[src/hdl/fcc_regs.svh]
/*
 * Constants of the flash command controller: command codes, status bit
 * positions, register offsets, bus timing counts and reset values.
 * Assumes inclusion by bare name from the package and the modules.
 */
// Functional notes
// - Identifier mode lasts until the next valid command, at any voltage.
// - Status latched on falling strobe; a strobe must rise again to refresh.
// - Erase is setup 20H then confirm D0H, both at the target block.
// - Program is setup 40H or 10H then a write of address and data.
// - Erase resumes only after suspend-time program ends; levels held steady.
// - Codes: identifier 90H, status 70H, confirm/resume D0H, erase 20H, clear 50H.
`ifndef FCC_REGS_SVH
`define FCC_REGS_SVH

// Device command codes
`define FCC_CMD_ARRAY 8'hFF
`define FCC_CMD_IDENT 8'h90
`define FCC_CMD_STATUS 8'h70
`define FCC_CMD_CLEAR 8'h50
`define FCC_CMD_ERASE 8'h20
`define FCC_CMD_PROG 8'h40
`define FCC_CMD_PROG_ALT 8'h10
`define FCC_CMD_SUSPEND 8'hB0
`define FCC_CMD_CONFIRM 8'hD0

// Device status bits
`define FCC_SR_READY 7
`define FCC_SR_ESUSP 6
`define FCC_SR_EERR 5
`define FCC_SR_PERR 4
`define FCC_SR_LOWV 3
`define FCC_SR_PSUSP 2
`define FCC_SR_LOCK 1

// Device identifier offsets
`define FCC_ID_MAKER 24'h000000
`define FCC_ID_PART 24'h000001
`define FCC_ID_BLOCK_LOCK 16'h0002
`define FCC_ID_GLOBAL_LOCK 24'h000003

// Controller registers, byte addresses
`define FCC_REG_CTRL 4'h0
`define FCC_REG_ADDR 4'h4
`define FCC_REG_DATA 4'h8
`define FCC_REG_STAT 4'hC
// CTRL fields
`define FCC_CTRL_GO 0
`define FCC_CTRL_OP_LSB 1
`define FCC_CTRL_OP_MSB 3
`define FCC_CTRL_DATA_LSB 8
`define FCC_CTRL_DATA_MSB 15
// STAT fields
`define FCC_STAT_BUSY 0
`define FCC_STAT_RDYPIN 1
`define FCC_STAT_RD_LSB 8
`define FCC_STAT_RD_MSB 15

// Pin timing, ns and derived cycles at 25 ns
`define FCC_CLK_NS 25
`define FCC_T_STROBE_NS 100
`define FCC_T_STROBE_CYC ((`FCC_T_STROBE_NS + `FCC_CLK_NS - 1) / `FCC_CLK_NS)
`define FCC_T_GAP_NS 50
`define FCC_T_GAP_CYC ((`FCC_T_GAP_NS + `FCC_CLK_NS - 1) / `FCC_CLK_NS)

`define FCC_RST_CTRL 32'h0000_0000

`endif

[src/hdl/fcc_pkg.sv]
/*
 * Types of the flash command controller.
 * Assumes fcc_regs.svh is on the include path.
 */
`include "fcc_regs.svh"
package fcc_pkg;
  // Host operations that software orders
  typedef enum logic [2:0] {
    FCC_OP_CMD = 3'h0,    // One command write, data from CTRL
    FCC_OP_WRITE = 3'h1,  // Raw write of ADDR and DATA
    FCC_OP_READ = 3'h2,   // One read at ADDR
    FCC_OP_ERASE = 3'h3,  // Setup plus confirm at ADDR
    FCC_OP_PROG = 3'h4,   // Setup plus data write at ADDR
    FCC_OP_IDENT = 3'h5,  // Identifier command then read at ADDR
    FCC_OP_STATUS = 3'h6  // Status command then read
  } fcc_op_t;

  // Pin cycle kinds
  typedef enum logic [1:0] {
    FCC_CYC_IDLE = 2'h0,
    FCC_CYC_WR = 2'h1,
    FCC_CYC_RD = 2'h3
  } fcc_cyc_t;

  // Flash bus pins
  typedef struct packed {
    logic ce_n;
    logic oe_n;
    logic we_n;
    logic [23:0] addr;
    logic [7:0] dq_o;
    logic dq_oe_n;
  } fcc_pins_t;

  // One pin request toward the cycle engine
  typedef struct packed {
    fcc_cyc_t kind;
    logic [23:0] addr;
    logic [7:0] data;
  } fcc_req_t;
endpackage

[src/hdl/fcc_ctrl.sv]
/*
 * Flash command controller: Wishbone classic slave holding software
 * orders, sequencing flash command writes and reads over the pins.
 * Assumes the flash device obeys its command set; pins are asynchronous.
 */
// The implementer's own choice: the Wishbone interface to the registers.
`timescale 1ns/10ps
`include "fcc_regs.svh"
module fcc_ctrl #(
  parameter int STROBE_CYC = `FCC_T_STROBE_CYC,
  parameter int GAP_CYC = `FCC_T_GAP_CYC
) (
  // Clock and reset
  input wire logic clk_i,
  input wire logic rst_i,
  // Wishbone slave
  input wire logic wb_cyc_i,
  input wire logic wb_stb_i,
  input wire logic wb_we_i,
  input wire logic [3:0] wb_adr_i,
  input wire logic [3:0] wb_sel_i,
  input wire logic [31:0] wb_dat_i,
  output logic [31:0] wb_dat_o,
  output logic wb_ack_o,
  // Flash pins
  output logic flash_ce_n_o,
  output logic flash_oe_n_o,
  output logic flash_we_n_o,
  output logic [23:0] flash_addr_o,
  output logic [7:0] flash_dq_o,
  output logic flash_dq_oe_n_o,
  input wire logic [7:0] flash_dq_i,
  input wire logic ready_busy_out_i,
  // Levels toward the device supplies
  output logic reset_override_pin_n_o,
  output logic override_high_voltage_o
);
  if (STROBE_CYC < 1 || GAP_CYC < 1) begin : g_bad_timing
    $error("fcc_ctrl timing out of range");
  end

  typedef enum logic [2:0] {
    FCC_Q_IDLE = 3'b000,
    FCC_Q_FIRST = 3'b001,
    FCC_Q_W1 = 3'b011,
    FCC_Q_SECOND = 3'b010,
    FCC_Q_W2 = 3'b110
  } fcc_qstate_t;

  // Pin input synchronisers
  logic [7:0] dq_s1_r, dq_s2_r;
  logic rb_s1_r, rb_s2_r;
  always_ff @(posedge clk_i) begin
    if (rst_i) begin
      dq_s1_r <= 8'h00;
      dq_s2_r <= 8'h00;
      rb_s1_r <= 1'b1;
      rb_s2_r <= 1'b1;
    end else begin
      dq_s1_r <= flash_dq_i;
      dq_s2_r <= dq_s1_r;
      rb_s1_r <= ready_busy_out_i;
      rb_s2_r <= rb_s1_r;
    end
  end

  // Registers and sequencer state
  logic [31:0] ctrl_r, ctrl_nxt;
  logic [23:0] addr_r, addr_nxt;
  logic [7:0] data_r, data_nxt;
  logic [7:0] rd_r, rd_nxt;
  logic ack_r, ack_nxt;
  logic [31:0] dat_r, dat_nxt;
  fcc_qstate_t q_r, q_nxt;
  logic start_r, start_nxt;
  fcc_pkg::fcc_req_t req_r, req_nxt;
  logic done;
  logic [7:0] rdata;
  fcc_pkg::fcc_pins_t pins;

  function automatic fcc_pkg::fcc_op_t op_of(input logic [31:0] c);
    op_of = fcc_pkg::fcc_op_t'(c[`FCC_CTRL_OP_MSB:`FCC_CTRL_OP_LSB]);
  endfunction

  function automatic logic [31:0] merge(input logic [31:0] old, input logic [31:0] nw,
                                        input logic [3:0] sel);
    merge = old;
    for (int i = 0; i < 4; i++) begin
      if (sel[i]) begin
        merge[i*8 +: 8] = nw[i*8 +: 8];
      end
    end
  endfunction

  function automatic fcc_pkg::fcc_req_t mk(input fcc_pkg::fcc_cyc_t k, input logic [23:0] a,
                                          input logic [7:0] d);
    mk.kind = k;
    mk.addr = a;
    mk.data = d;
  endfunction

  logic busy;
  logic wb_req;
  logic [31:0] ctrl_w;
  fcc_pkg::fcc_op_t op;
  assign busy = (q_r != FCC_Q_IDLE);
  assign wb_req = wb_cyc_i && wb_stb_i && !ack_r;
  assign op = op_of(ctrl_r);

  always_comb begin
    ctrl_nxt = ctrl_r;
    addr_nxt = addr_r;
    data_nxt = data_r;
    rd_nxt = rd_r;
    ack_nxt = 1'b0;
    dat_nxt = dat_r;
    q_nxt = q_r;
    start_nxt = 1'b0;
    req_nxt = req_r;
    ctrl_w = merge(ctrl_r, wb_dat_i, wb_sel_i);
    // Register bus: one-cycle ack, writes ignored while an order runs
    if (wb_req) begin
      ack_nxt = 1'b1;
      unique case (wb_adr_i)
        `FCC_REG_CTRL: dat_nxt = ctrl_r;
        `FCC_REG_ADDR: dat_nxt = {8'h00, addr_r};
        `FCC_REG_DATA: dat_nxt = {24'h000000, data_r};
        `FCC_REG_STAT: dat_nxt = {16'h0000, rd_r, 6'h00, rb_s2_r, busy};
        default: dat_nxt = 32'h0000_0000;
      endcase
      if (wb_we_i && !busy) begin
        unique case (wb_adr_i)
          `FCC_REG_CTRL: ctrl_nxt = ctrl_w;
          `FCC_REG_ADDR: addr_nxt = 24'(merge({8'h00, addr_r}, wb_dat_i, wb_sel_i));
          `FCC_REG_DATA: data_nxt = 8'(merge({24'h000000, data_r}, wb_dat_i, wb_sel_i));
          default: ;
        endcase
      end
    end
    unique case (q_r)
      FCC_Q_IDLE: begin
        if (ctrl_r[`FCC_CTRL_GO]) begin
          ctrl_nxt[`FCC_CTRL_GO] = 1'b0;
          q_nxt = FCC_Q_FIRST;
        end
      end
      FCC_Q_FIRST: begin
        start_nxt = 1'b1;
        q_nxt = FCC_Q_W1;
        unique case (op)
          fcc_pkg::FCC_OP_CMD: req_nxt = mk(fcc_pkg::FCC_CYC_WR, addr_r,
                                            ctrl_r[`FCC_CTRL_DATA_MSB:`FCC_CTRL_DATA_LSB]);
          fcc_pkg::FCC_OP_WRITE: req_nxt = mk(fcc_pkg::FCC_CYC_WR, addr_r, data_r);
          fcc_pkg::FCC_OP_READ: req_nxt = mk(fcc_pkg::FCC_CYC_RD, addr_r, 8'h00);
          fcc_pkg::FCC_OP_ERASE: req_nxt = mk(fcc_pkg::FCC_CYC_WR, addr_r, `FCC_CMD_ERASE);
          fcc_pkg::FCC_OP_PROG: req_nxt = mk(fcc_pkg::FCC_CYC_WR, addr_r, `FCC_CMD_PROG);
          fcc_pkg::FCC_OP_IDENT: req_nxt = mk(fcc_pkg::FCC_CYC_WR, addr_r, `FCC_CMD_IDENT);
          fcc_pkg::FCC_OP_STATUS: req_nxt = mk(fcc_pkg::FCC_CYC_WR, addr_r, `FCC_CMD_STATUS);
          default: req_nxt = mk(fcc_pkg::FCC_CYC_WR, addr_r, `FCC_CMD_STATUS);
        endcase
      end
      FCC_Q_W1: begin
        if (done) begin
          if (op == fcc_pkg::FCC_OP_READ) begin
            rd_nxt = rdata;
          end
          unique case (op)
            fcc_pkg::FCC_OP_ERASE, fcc_pkg::FCC_OP_PROG,
            fcc_pkg::FCC_OP_IDENT, fcc_pkg::FCC_OP_STATUS: q_nxt = FCC_Q_SECOND;
            default: q_nxt = FCC_Q_IDLE;
          endcase
        end
      end
      FCC_Q_SECOND: begin
        start_nxt = 1'b1;
        q_nxt = FCC_Q_W2;
        unique case (op)
          fcc_pkg::FCC_OP_ERASE: req_nxt = mk(fcc_pkg::FCC_CYC_WR, addr_r, `FCC_CMD_CONFIRM);
          fcc_pkg::FCC_OP_PROG: req_nxt = mk(fcc_pkg::FCC_CYC_WR, addr_r, data_r);
          default: req_nxt = mk(fcc_pkg::FCC_CYC_RD, addr_r, 8'h00);
        endcase
      end
      FCC_Q_W2: begin
        if (done) begin
          // Identifier or status byte; status refreshed by a fresh strobe
          if (op == fcc_pkg::FCC_OP_IDENT || op == fcc_pkg::FCC_OP_STATUS) begin
            rd_nxt = rdata;
          end
          q_nxt = FCC_Q_IDLE;
        end
      end
      default: q_nxt = FCC_Q_IDLE;
    endcase
  end

  always_ff @(posedge clk_i) begin
    if (rst_i) begin
      ctrl_r <= `FCC_RST_CTRL;
      addr_r <= 24'h000000;
      data_r <= 8'h00;
      rd_r <= 8'h00;
      ack_r <= 1'b0;
      dat_r <= 32'h0000_0000;
      q_r <= FCC_Q_IDLE;
      start_r <= 1'b0;
      req_r <= '0;
    end else begin
      ctrl_r <= ctrl_nxt;
      addr_r <= addr_nxt;
      data_r <= data_nxt;
      rd_r <= rd_nxt;
      ack_r <= ack_nxt;
      dat_r <= dat_nxt;
      q_r <= q_nxt;
      start_r <= start_nxt;
      req_r <= req_nxt;
    end
  end

  fcc_cycle #(
    .STROBE_CYC(STROBE_CYC),
    .GAP_CYC(GAP_CYC)
  ) u_cycle (
    .clk_i(clk_i),
    .rst_i(rst_i),
    .start_i(start_r),
    .req_i(req_r),
    .done_o(done),
    .rdata_o(rdata),
    .dq_sync_i(dq_s2_r),
    .pins_o(pins)
  );

  // Override level: reset pin held high, no high voltage from this host
  logic rp_r;
  logic hv_r;
  always_ff @(posedge clk_i) begin
    if (rst_i) begin
      rp_r <= 1'b0;
      hv_r <= 1'b0;
    end else begin
      rp_r <= 1'b1;
      hv_r <= 1'b0;
    end
  end

  assign wb_ack_o = ack_r;
  assign wb_dat_o = dat_r;
  assign flash_ce_n_o = pins.ce_n;
  assign flash_oe_n_o = pins.oe_n;
  assign flash_we_n_o = pins.we_n;
  assign flash_addr_o = pins.addr;
  assign flash_dq_o = pins.dq_o;
  assign flash_dq_oe_n_o = pins.dq_oe_n;
  assign reset_override_pin_n_o = rp_r;
  assign override_high_voltage_o = hv_r;
endmodule // fcc_ctrl

[src/hdl/fcc_cycle.sv]
/*
 * Pin cycle engine: runs one write or read strobe on the flash bus.
 * Assumes a synchronised data input and a single-request handshake.
 */
`timescale 1ns/10ps
`include "fcc_regs.svh"
module fcc_cycle #(
  parameter int STROBE_CYC = `FCC_T_STROBE_CYC,
  parameter int GAP_CYC = `FCC_T_GAP_CYC
) (
  // Clock and reset
  input wire logic clk_i,
  input wire logic rst_i,
  // Request
  input wire logic start_i,
  input wire fcc_pkg::fcc_req_t req_i,
  output logic done_o,
  output logic [7:0] rdata_o,
  // Pins
  input wire logic [7:0] dq_sync_i,
  output fcc_pkg::fcc_pins_t pins_o
);
  if (STROBE_CYC < 1 || STROBE_CYC > 255 || GAP_CYC < 1 || GAP_CYC > 255) begin : g_bad_timing
    $error("fcc_cycle timing out of range");
  end

  typedef enum logic [1:0] {
    FCC_S_IDLE = 2'b00,
    FCC_S_STROBE = 2'b01,
    FCC_S_GAP = 2'b11
  } fcc_cstate_t;

  fcc_cstate_t state_r, state_nxt;
  logic [7:0] cnt_r, cnt_nxt;
  fcc_pkg::fcc_pins_t pins_r, pins_nxt;
  logic done_r, done_nxt;
  logic [7:0] rdata_r, rdata_nxt;
  logic is_rd_r, is_rd_nxt;

  always_comb begin
    state_nxt = state_r;
    cnt_nxt = cnt_r;
    pins_nxt = pins_r;
    done_nxt = 1'b0;
    rdata_nxt = rdata_r;
    is_rd_nxt = is_rd_r;
    unique case (state_r)
      FCC_S_IDLE: begin
        if (start_i) begin
          is_rd_nxt = (req_i.kind == fcc_pkg::FCC_CYC_RD);
          pins_nxt.addr = req_i.addr;
          pins_nxt.dq_o = req_i.data;
          pins_nxt.ce_n = 1'b0;
          pins_nxt.oe_n = ~is_rd_nxt;
          pins_nxt.we_n = is_rd_nxt;
          pins_nxt.dq_oe_n = is_rd_nxt;
          cnt_nxt = 8'(STROBE_CYC);
          state_nxt = FCC_S_STROBE;
        end
      end
      FCC_S_STROBE: begin
        cnt_nxt = cnt_r - 8'h01;
        if (cnt_r == 8'h01) begin
          // Rising strobe latches command, address and data
          if (is_rd_r) begin
            rdata_nxt = dq_sync_i;
          end
          pins_nxt.ce_n = 1'b1;
          pins_nxt.oe_n = 1'b1;
          pins_nxt.we_n = 1'b1;
          cnt_nxt = 8'(GAP_CYC);
          state_nxt = FCC_S_GAP;
        end
      end
      FCC_S_GAP: begin
        // Strobes stay high so the status latch can refresh; below
        cnt_nxt = cnt_r - 8'h01;
        if (cnt_r == 8'h01) begin
          pins_nxt.dq_oe_n = 1'b1;
          done_nxt = 1'b1;
          state_nxt = FCC_S_IDLE;
        end
      end
      default: state_nxt = FCC_S_IDLE;
    endcase
  end

  always_ff @(posedge clk_i) begin
    if (rst_i) begin
      state_r <= FCC_S_IDLE;
      cnt_r <= 8'h00;
      pins_r <= '{ce_n: 1'b1, oe_n: 1'b1, we_n: 1'b1, addr: 24'h000000, dq_o: 8'h00, dq_oe_n: 1'b1};
      done_r <= 1'b0;
      rdata_r <= 8'h00;
      is_rd_r <= 1'b0;
    end else begin
      state_r <= state_nxt;
      cnt_r <= cnt_nxt;
      pins_r <= pins_nxt;
      done_r <= done_nxt;
      rdata_r <= rdata_nxt;
      is_rd_r <= is_rd_nxt;
    end
  end

  assign done_o = done_r;
  assign rdata_o = rdata_r;
  assign pins_o = pins_r;
endmodule // fcc_cycle

[config.mk]
export PLATFORM = sky130hd
export DESIGN_NAME = fcc_ctrl
export DESIGN_NICKNAME = d
export VERILOG_FILES = /design/src/hdl/fcc_pkg.sv /design/src/hdl/fcc_ctrl.sv /design/src/hdl/fcc_cycle.sv
export VERILOG_INCLUDE_DIRS = /design/src /design/src/hdl
export SDC_FILE = /design/constraint.sdc
export NUM_CORES = 1
export LEC_CHECK = 0
export BUFFER_PORTS_ARGS = -buffer_cell sky130_fd_sc_hd__buf_2
export CELL_PAD_IN_SITES_DETAIL_PLACEMENT = 0
export CELL_PAD_IN_SITES_GLOBAL_PLACEMENT = 1
export CORE_UTILIZATION = 46
export DETAILED_ROUTE_END_ITERATION = 6
export PLACE_DENSITY_LB_ADDON = 0.1
export SYNTH_ARGS = -nofsm -noshare
export SYNTH_HDL_FRONTEND = slang
export SYNTH_HIERARCHICAL = 1
export SYNTH_SLANG_ARGS = --single-unit
[constraint.sdc]
create_clock -name clk_i -period 4.25 [get_ports clk_i]
set_input_delay 0.2125 -clock clk_i [delete_from_list [all_inputs] [get_ports clk_i]]
set_output_delay 0.2125 -clock clk_i [all_outputs]
set_load 0.01 [all_outputs]
Word level (Yosys, flattened, before mapping)
Index checks and enable logic that the tools add are counted.

Logic and storage cells: 132. Bits in registers: 218. Bits of input ports: 54. Output and inout port bits: 71.

Bitwise operators: 2. Add/subtract/negate cells: 1. Reduce and logical (&&, ||, !) cells: 35. Equality and inequality tests: 25. Mux-type cells: 36.

Operator list (count): case mux 34 bit (6 select lines) (1); case mux 34 bit (2 select lines) (2); case mux 32 bit (4 select lines) (1); two-way mux 8 bit (6); two-way mux 36 bit (1); AND reduction 4 bit (8); case mux 8 bit (3 select lines) (1); case mux 8 bit (2 select lines) (1); case mux 3 bit (5 select lines) (1); AND reduction 3 bit (5); == test 3 x 2 -> 1 bit (second input constant) (4); == test 3 bit (second input constant) (4); two-way mux 3 bit (4); two-way mux 1 bit (11); == test 4 bit (second input constant) (2); == test 8 x 1 -> 1 bit (second input constant) (1); two-way mux 2 bit (4); inequality test 2 x 1 -> 1 bit (second input constant) (4); inequality test 2 bit (second input constant) (4); nonzero test 2 bit (4); subtractor 8 x 1 -> 8 bit (second input constant) (1); == test 3 x 1 -> 1 bit (second input constant) (2); logical NOT 3 bit (2); case mux 2 bit (3 select lines) (1); 16 further kinds (24).

Longest topological paths before layout
Depth after elaboration: 7. Depth in mapped cells: 7. Gate-level depth less buffers: 6.

Modules after synthesis
The synthesis kept the hierarchy.

By module, submodules not included: fcc_ctrl (instances 1, cells each 674, area each 6416.2 um^2, sequential area each 3243.1 um^2); fcc_cycle (instances 1, cells each 264, area each 2163.3 um^2, sequential area each 1121.1 um^2).

Worst setup path after synthesis
Ideal clock, no wire load.

Path kind: register -> register. Start: reg q_r[2]. End: reg addr_r[10]. Arrival time: 1.618 ns. Clock period less this slack: 1.746 ns. Setup slack: 2.504 ns. Stages on the path, launching flop included: 6. Cells stage by stage: dfxtp_1 > buf_6 > or3_4 > nor4_4 > mux2i_1 > nor2_1.

Cells in the longest elaborated chain, start to end: 4.

Ends and longest elaborated chain: start: declaration (RTL line fcc_ctrl.sv:74) `fcc_qstate_t q_r, q_nxt;`; start signal: assignment (RTL line fcc_ctrl.sv:214) `q_r <= q_nxt;`; nonzero test 3 bit (RTL line fcc_ctrl.sv:106) `assign busy = (q_r != FCC_Q_IDLE);`; logical NOT 1 bit (RTL line fcc_ctrl.sv:131) `if (wb_we_i && !busy) begin`; logical AND 1 bit (RTL line fcc_ctrl.sv:131); AND reduction 4 bit (no source line); end signal: assignment (RTL line fcc_ctrl.sv:209) `addr_r <= addr_nxt;`; end: declaration (RTL line fcc_ctrl.sv:69) `logic [23:0] addr_r, addr_nxt;`.

No other way between the ends. A chain may end at the register's enable or synchronous reset.

Final worst setup path
Start: reg q_r[2]. End: reg ctrl_r[0].

Cells in the longest elaborated chain, start to end: 7. Elaborated cells between the ends (all ways): 8.

Ends and longest elaborated chain: nonzero test 3 bit (RTL line fcc_ctrl.sv:106); logical NOT 1 bit (RTL line fcc_ctrl.sv:131); logical AND 1 bit (RTL line fcc_ctrl.sv:131); two-way mux 1 bit (RTL line fcc_ctrl.sv:131); two-way mux 1 bit (RTL line fcc_ctrl.sv:122) `if (wb_req) begin`; two-way mux 1 bit (RTL line fcc_ctrl.sv:142) `` if (ctrl_r[`FCC_CTRL_GO]) begin ``; two-way mux 1 bit (*) (RTL line fcc_ctrl.sv:140) `unique case (q_r)`; end signal: assignment (RTL line fcc_ctrl.sv:198) `` ctrl_r <= `FCC_RST_CTRL; ``; end signal: assignment (RTL line fcc_ctrl.sv:208) `ctrl_r <= ctrl_nxt;`; end: declaration (RTL line fcc_ctrl.sv:68) `logic [31:0] ctrl_r, ctrl_nxt;`.

Mark *: on every way between the ends. The rest lies on a longest branch, timed or not.

==> results.ini <==
[sta]
setup_ws_ps = 2150
finalCritPeriodShare = 0.495
fmax_mhz = 475
fin_hold_ws_ps = 12.4
hold_violations = 0
rsz0062_at_grt = no
drv_slew = 0
setup-violations-final = 0
worst_slew_pin_slew_ps = 884
setup_tns_ps = 0
slew_headroom = 0.406
period_needed_ps = 2100
fin_worst_skew_ps = 7.21

[placed_design]
dp.cells = 1233
dp_slack_ps = 2110
dpl.hpwl_um = 14500
gp_congestion = 0.823
portBuffers = 123
place_area_um2 = 9280

[detailed_routing]
wl_per_cell_um = 16.6
drc = 14
via_per_inst = 5.26
drt_first_pass_iters = 7
ant_nets = 0
totalWireLength_um = 21800
drt_iter0_drc = 427
dr_total_vias = 6901

[global_route]
antenna_found_initial = 0
grtUsageTotal = 0.228
grt_max_degree = 124
grt_pass1_vias = 6557
grt_pass1_wl_um = 35500
grt_overflow = 0

[synth]
yosysTopAreaCellShare = 0.509
yosysWarningCount = 6
postSynthAreaPerCell_um2 = 9.15
synth_area_um2 = 8580
synth.distinct_cells = 67
synth_flop_cell = dfxtp_1
synth-seq-area-share = 0.509
syn_inst = 938
synth_seq_cells = 218
synth_top_area_cell = dfxtp_1
synth.net_count = 994
netlist_top_cells_area = dfxtp_1, mux2i_1, nand2_1
async_flop_share = 0
synth_edf_count = 0

[critical_path]
slowest_delay_ps = 650
crit_fanout = 16
arrival_ps = 2520
cp.depth = 4
crit_family = simple AND/OR/NAND/NOR gates
crit_type = reg -> reg
endpoint_kind = flop
reg2regPathDepth = 4
rr_startpoint = q_r[2]
critPathLaunchType = flop
cp.required_ps = 4670
critical_path.startpoint = q_r[2]
critPathBufInv = 0
path_cells = nor3_2 > nand4_2 > mux2i_1 > a211oi_1
slowest_stage = nor3_2

[pwr]
clockPowerShare = 0.465
p_int_mw = 3.27
p_seq_frac = 0.497
leakage_nw = 4.30
netSwitchingPower_mw = 0.876
total_power_mw = 4.14
p_sw_frac = 0.211
ir_drop_mv = 0.268
combinationalPowerShare = 0.038
power.density_nw_per_um2 = 399

[run_status]
status = finished, violations left
violations = design-rule violations

[floorplan]
dieHeight_um = 139
die_w_um = 139
fp.dieArea_um2 = 19200
core_um2 = 18100
rows = 49
start_util = 0.473
num_io_pins = 125

[clock_tree]
ctsResizeCount = 0
cts_setup_buffers = 0
clkTransAtPathRegs_ps = 60
cts_hold_buf = 39
numCtsBuffers = 23
cts_tree = yes
root_buffer = clkbuf_16
cts.path.max_buffers = 3
clkSinkCount = 218
insertion_delay_ps = 500
cts.htree.levels = 1

[cells_and_area]
syn_to_final_growth_pct = 21.1
layout.nets = 1124
fill_cells = 1675
stdcell_area_um2 = 10400
layout-drive-gt1-share = 0.188
n_antenna_cell = 0
fin_util = 0.573
fin_cells = 1313

[min_path]
hold-path-cell-count = 3
min_from = wb_dat_i[12]
min_path_type = in -> reg

[job]
maxCapViolCount = 0

[layout make-up]
type                       instances  area [um2]  area share
sequential                       218        4360       0.420
clock buffer                      37         678      0.0653
tap                              229         287      0.0276
multi-input combinational        648        3910       0.376
clock inverter                     4        45.0     0.00433
inverter                           8        30.0     0.00289
timing repair buffer             169        1080       0.104
[flip-flops by register name, summed over array words and instances, names as in the netlist]
name	count
q_r	3
u_cycle/done_o	1
rb_s1_r	1
wb_ack_o	1
rd_r	8
req_r	34
wb_dat_o	32
u_cycle/state_r	2
dq_s2_r	8
u_cycle/cnt_r	8
u_cycle/pins_o	36
dq_s1_r	8
rb_s2_r	1
u_cycle/rdata_o	8
ctrl_r	32
u_cycle/is_rd_r	1
addr_r	24
reset_override_pin_n_o	1
start_r	1
data_r	8
[placed cells by master, fill, tap and decap left out, types with 16 or more instances in the layout]
| cell | count |
|---|---|
| a21oi_1 | 79 |
| a22oi_1 | 26 |
| buf_2 | 122 |
| clkbuf_16 | 23 |
| dfxtp_1 | 218 |
| dlygate4sd3_1 | 39 |
| mux2_2 | 16 |
| mux2i_1 | 78 |
| nand2_1 | 171 |
| nor2_1 | 107 |
| nor2b_1 | 19 |
| o21ai_0 | 21 |
[cells by family (layout without fill, tap and decap cells)]
logic type,Yosys count,in the layout,synth area share
and+or+nand+nor,382,382,0.214
other,1,1,0.000437
DFF,218,218,0.509
adders and majority gates,2,2,0.00292
buffers and inverters,72,218,0.0359
muxes,96,96,0.117
xor gates and xnor gates,4,4,0.00408
AOI/OAI and AO/OA,163,163,0.117
[routing by layer]
layer	routed length [um]	GRT usage	up-vias
met5	0	0	-
met4	471	0.0615	0
met3	1100	0.0390	31
met2	9350	0.350	168
met1	10800	0.331	3217
li1	-	-	3485
[synthesized netlist by cell type (4+ instances only)]
cell,number
nor3_1,10
nor2b_1,19
dfxtp_1,218
nand3_1,13
or2_2,4
nand4_2,6
a221o_1,4
o21ai_0,21
buf_2,9
a21oi_1,79
nor4bb_1,4
nand2_1,171
a31oi_1,6
nand2b_1,4
and3_1,5
nand4b_1,4
clkbuf_1,48
inv_1,8
a22o_1,4
mux2i_1,78
and2_1,5
a22oi_1,26
nor2_1,108
mux2_2,16
[power groups by stage]
stage          clock network [mW]  registers (mW)  logic, mW
2_1_floorplan                   0            2.10     0.0745
4_1_cts                      1.96            2.06      0.158
3_3_place_gp                    0            2.10      0.130
6_report                     1.93            2.06      0.157
3_5_place_dp                    0            2.10      0.130
5_1_grt                      2.05            2.06      0.170
[worst register-to-register path: stages (launching register included)]
cell and delay [ps]:
dfxtp_1 470, nor3_2 650, nand4_2 460, mux2i_1 230, a211oi_1 210
[final timing paths]
check | end | slack, ps
max reg2reg | ctrl_r[0] | 2150
min | addr_r[12] | 10
max | ctrl_r[0] | 2150
min reg2reg | rb_s2_r | 410
Power figures use the tool's default switching activity.
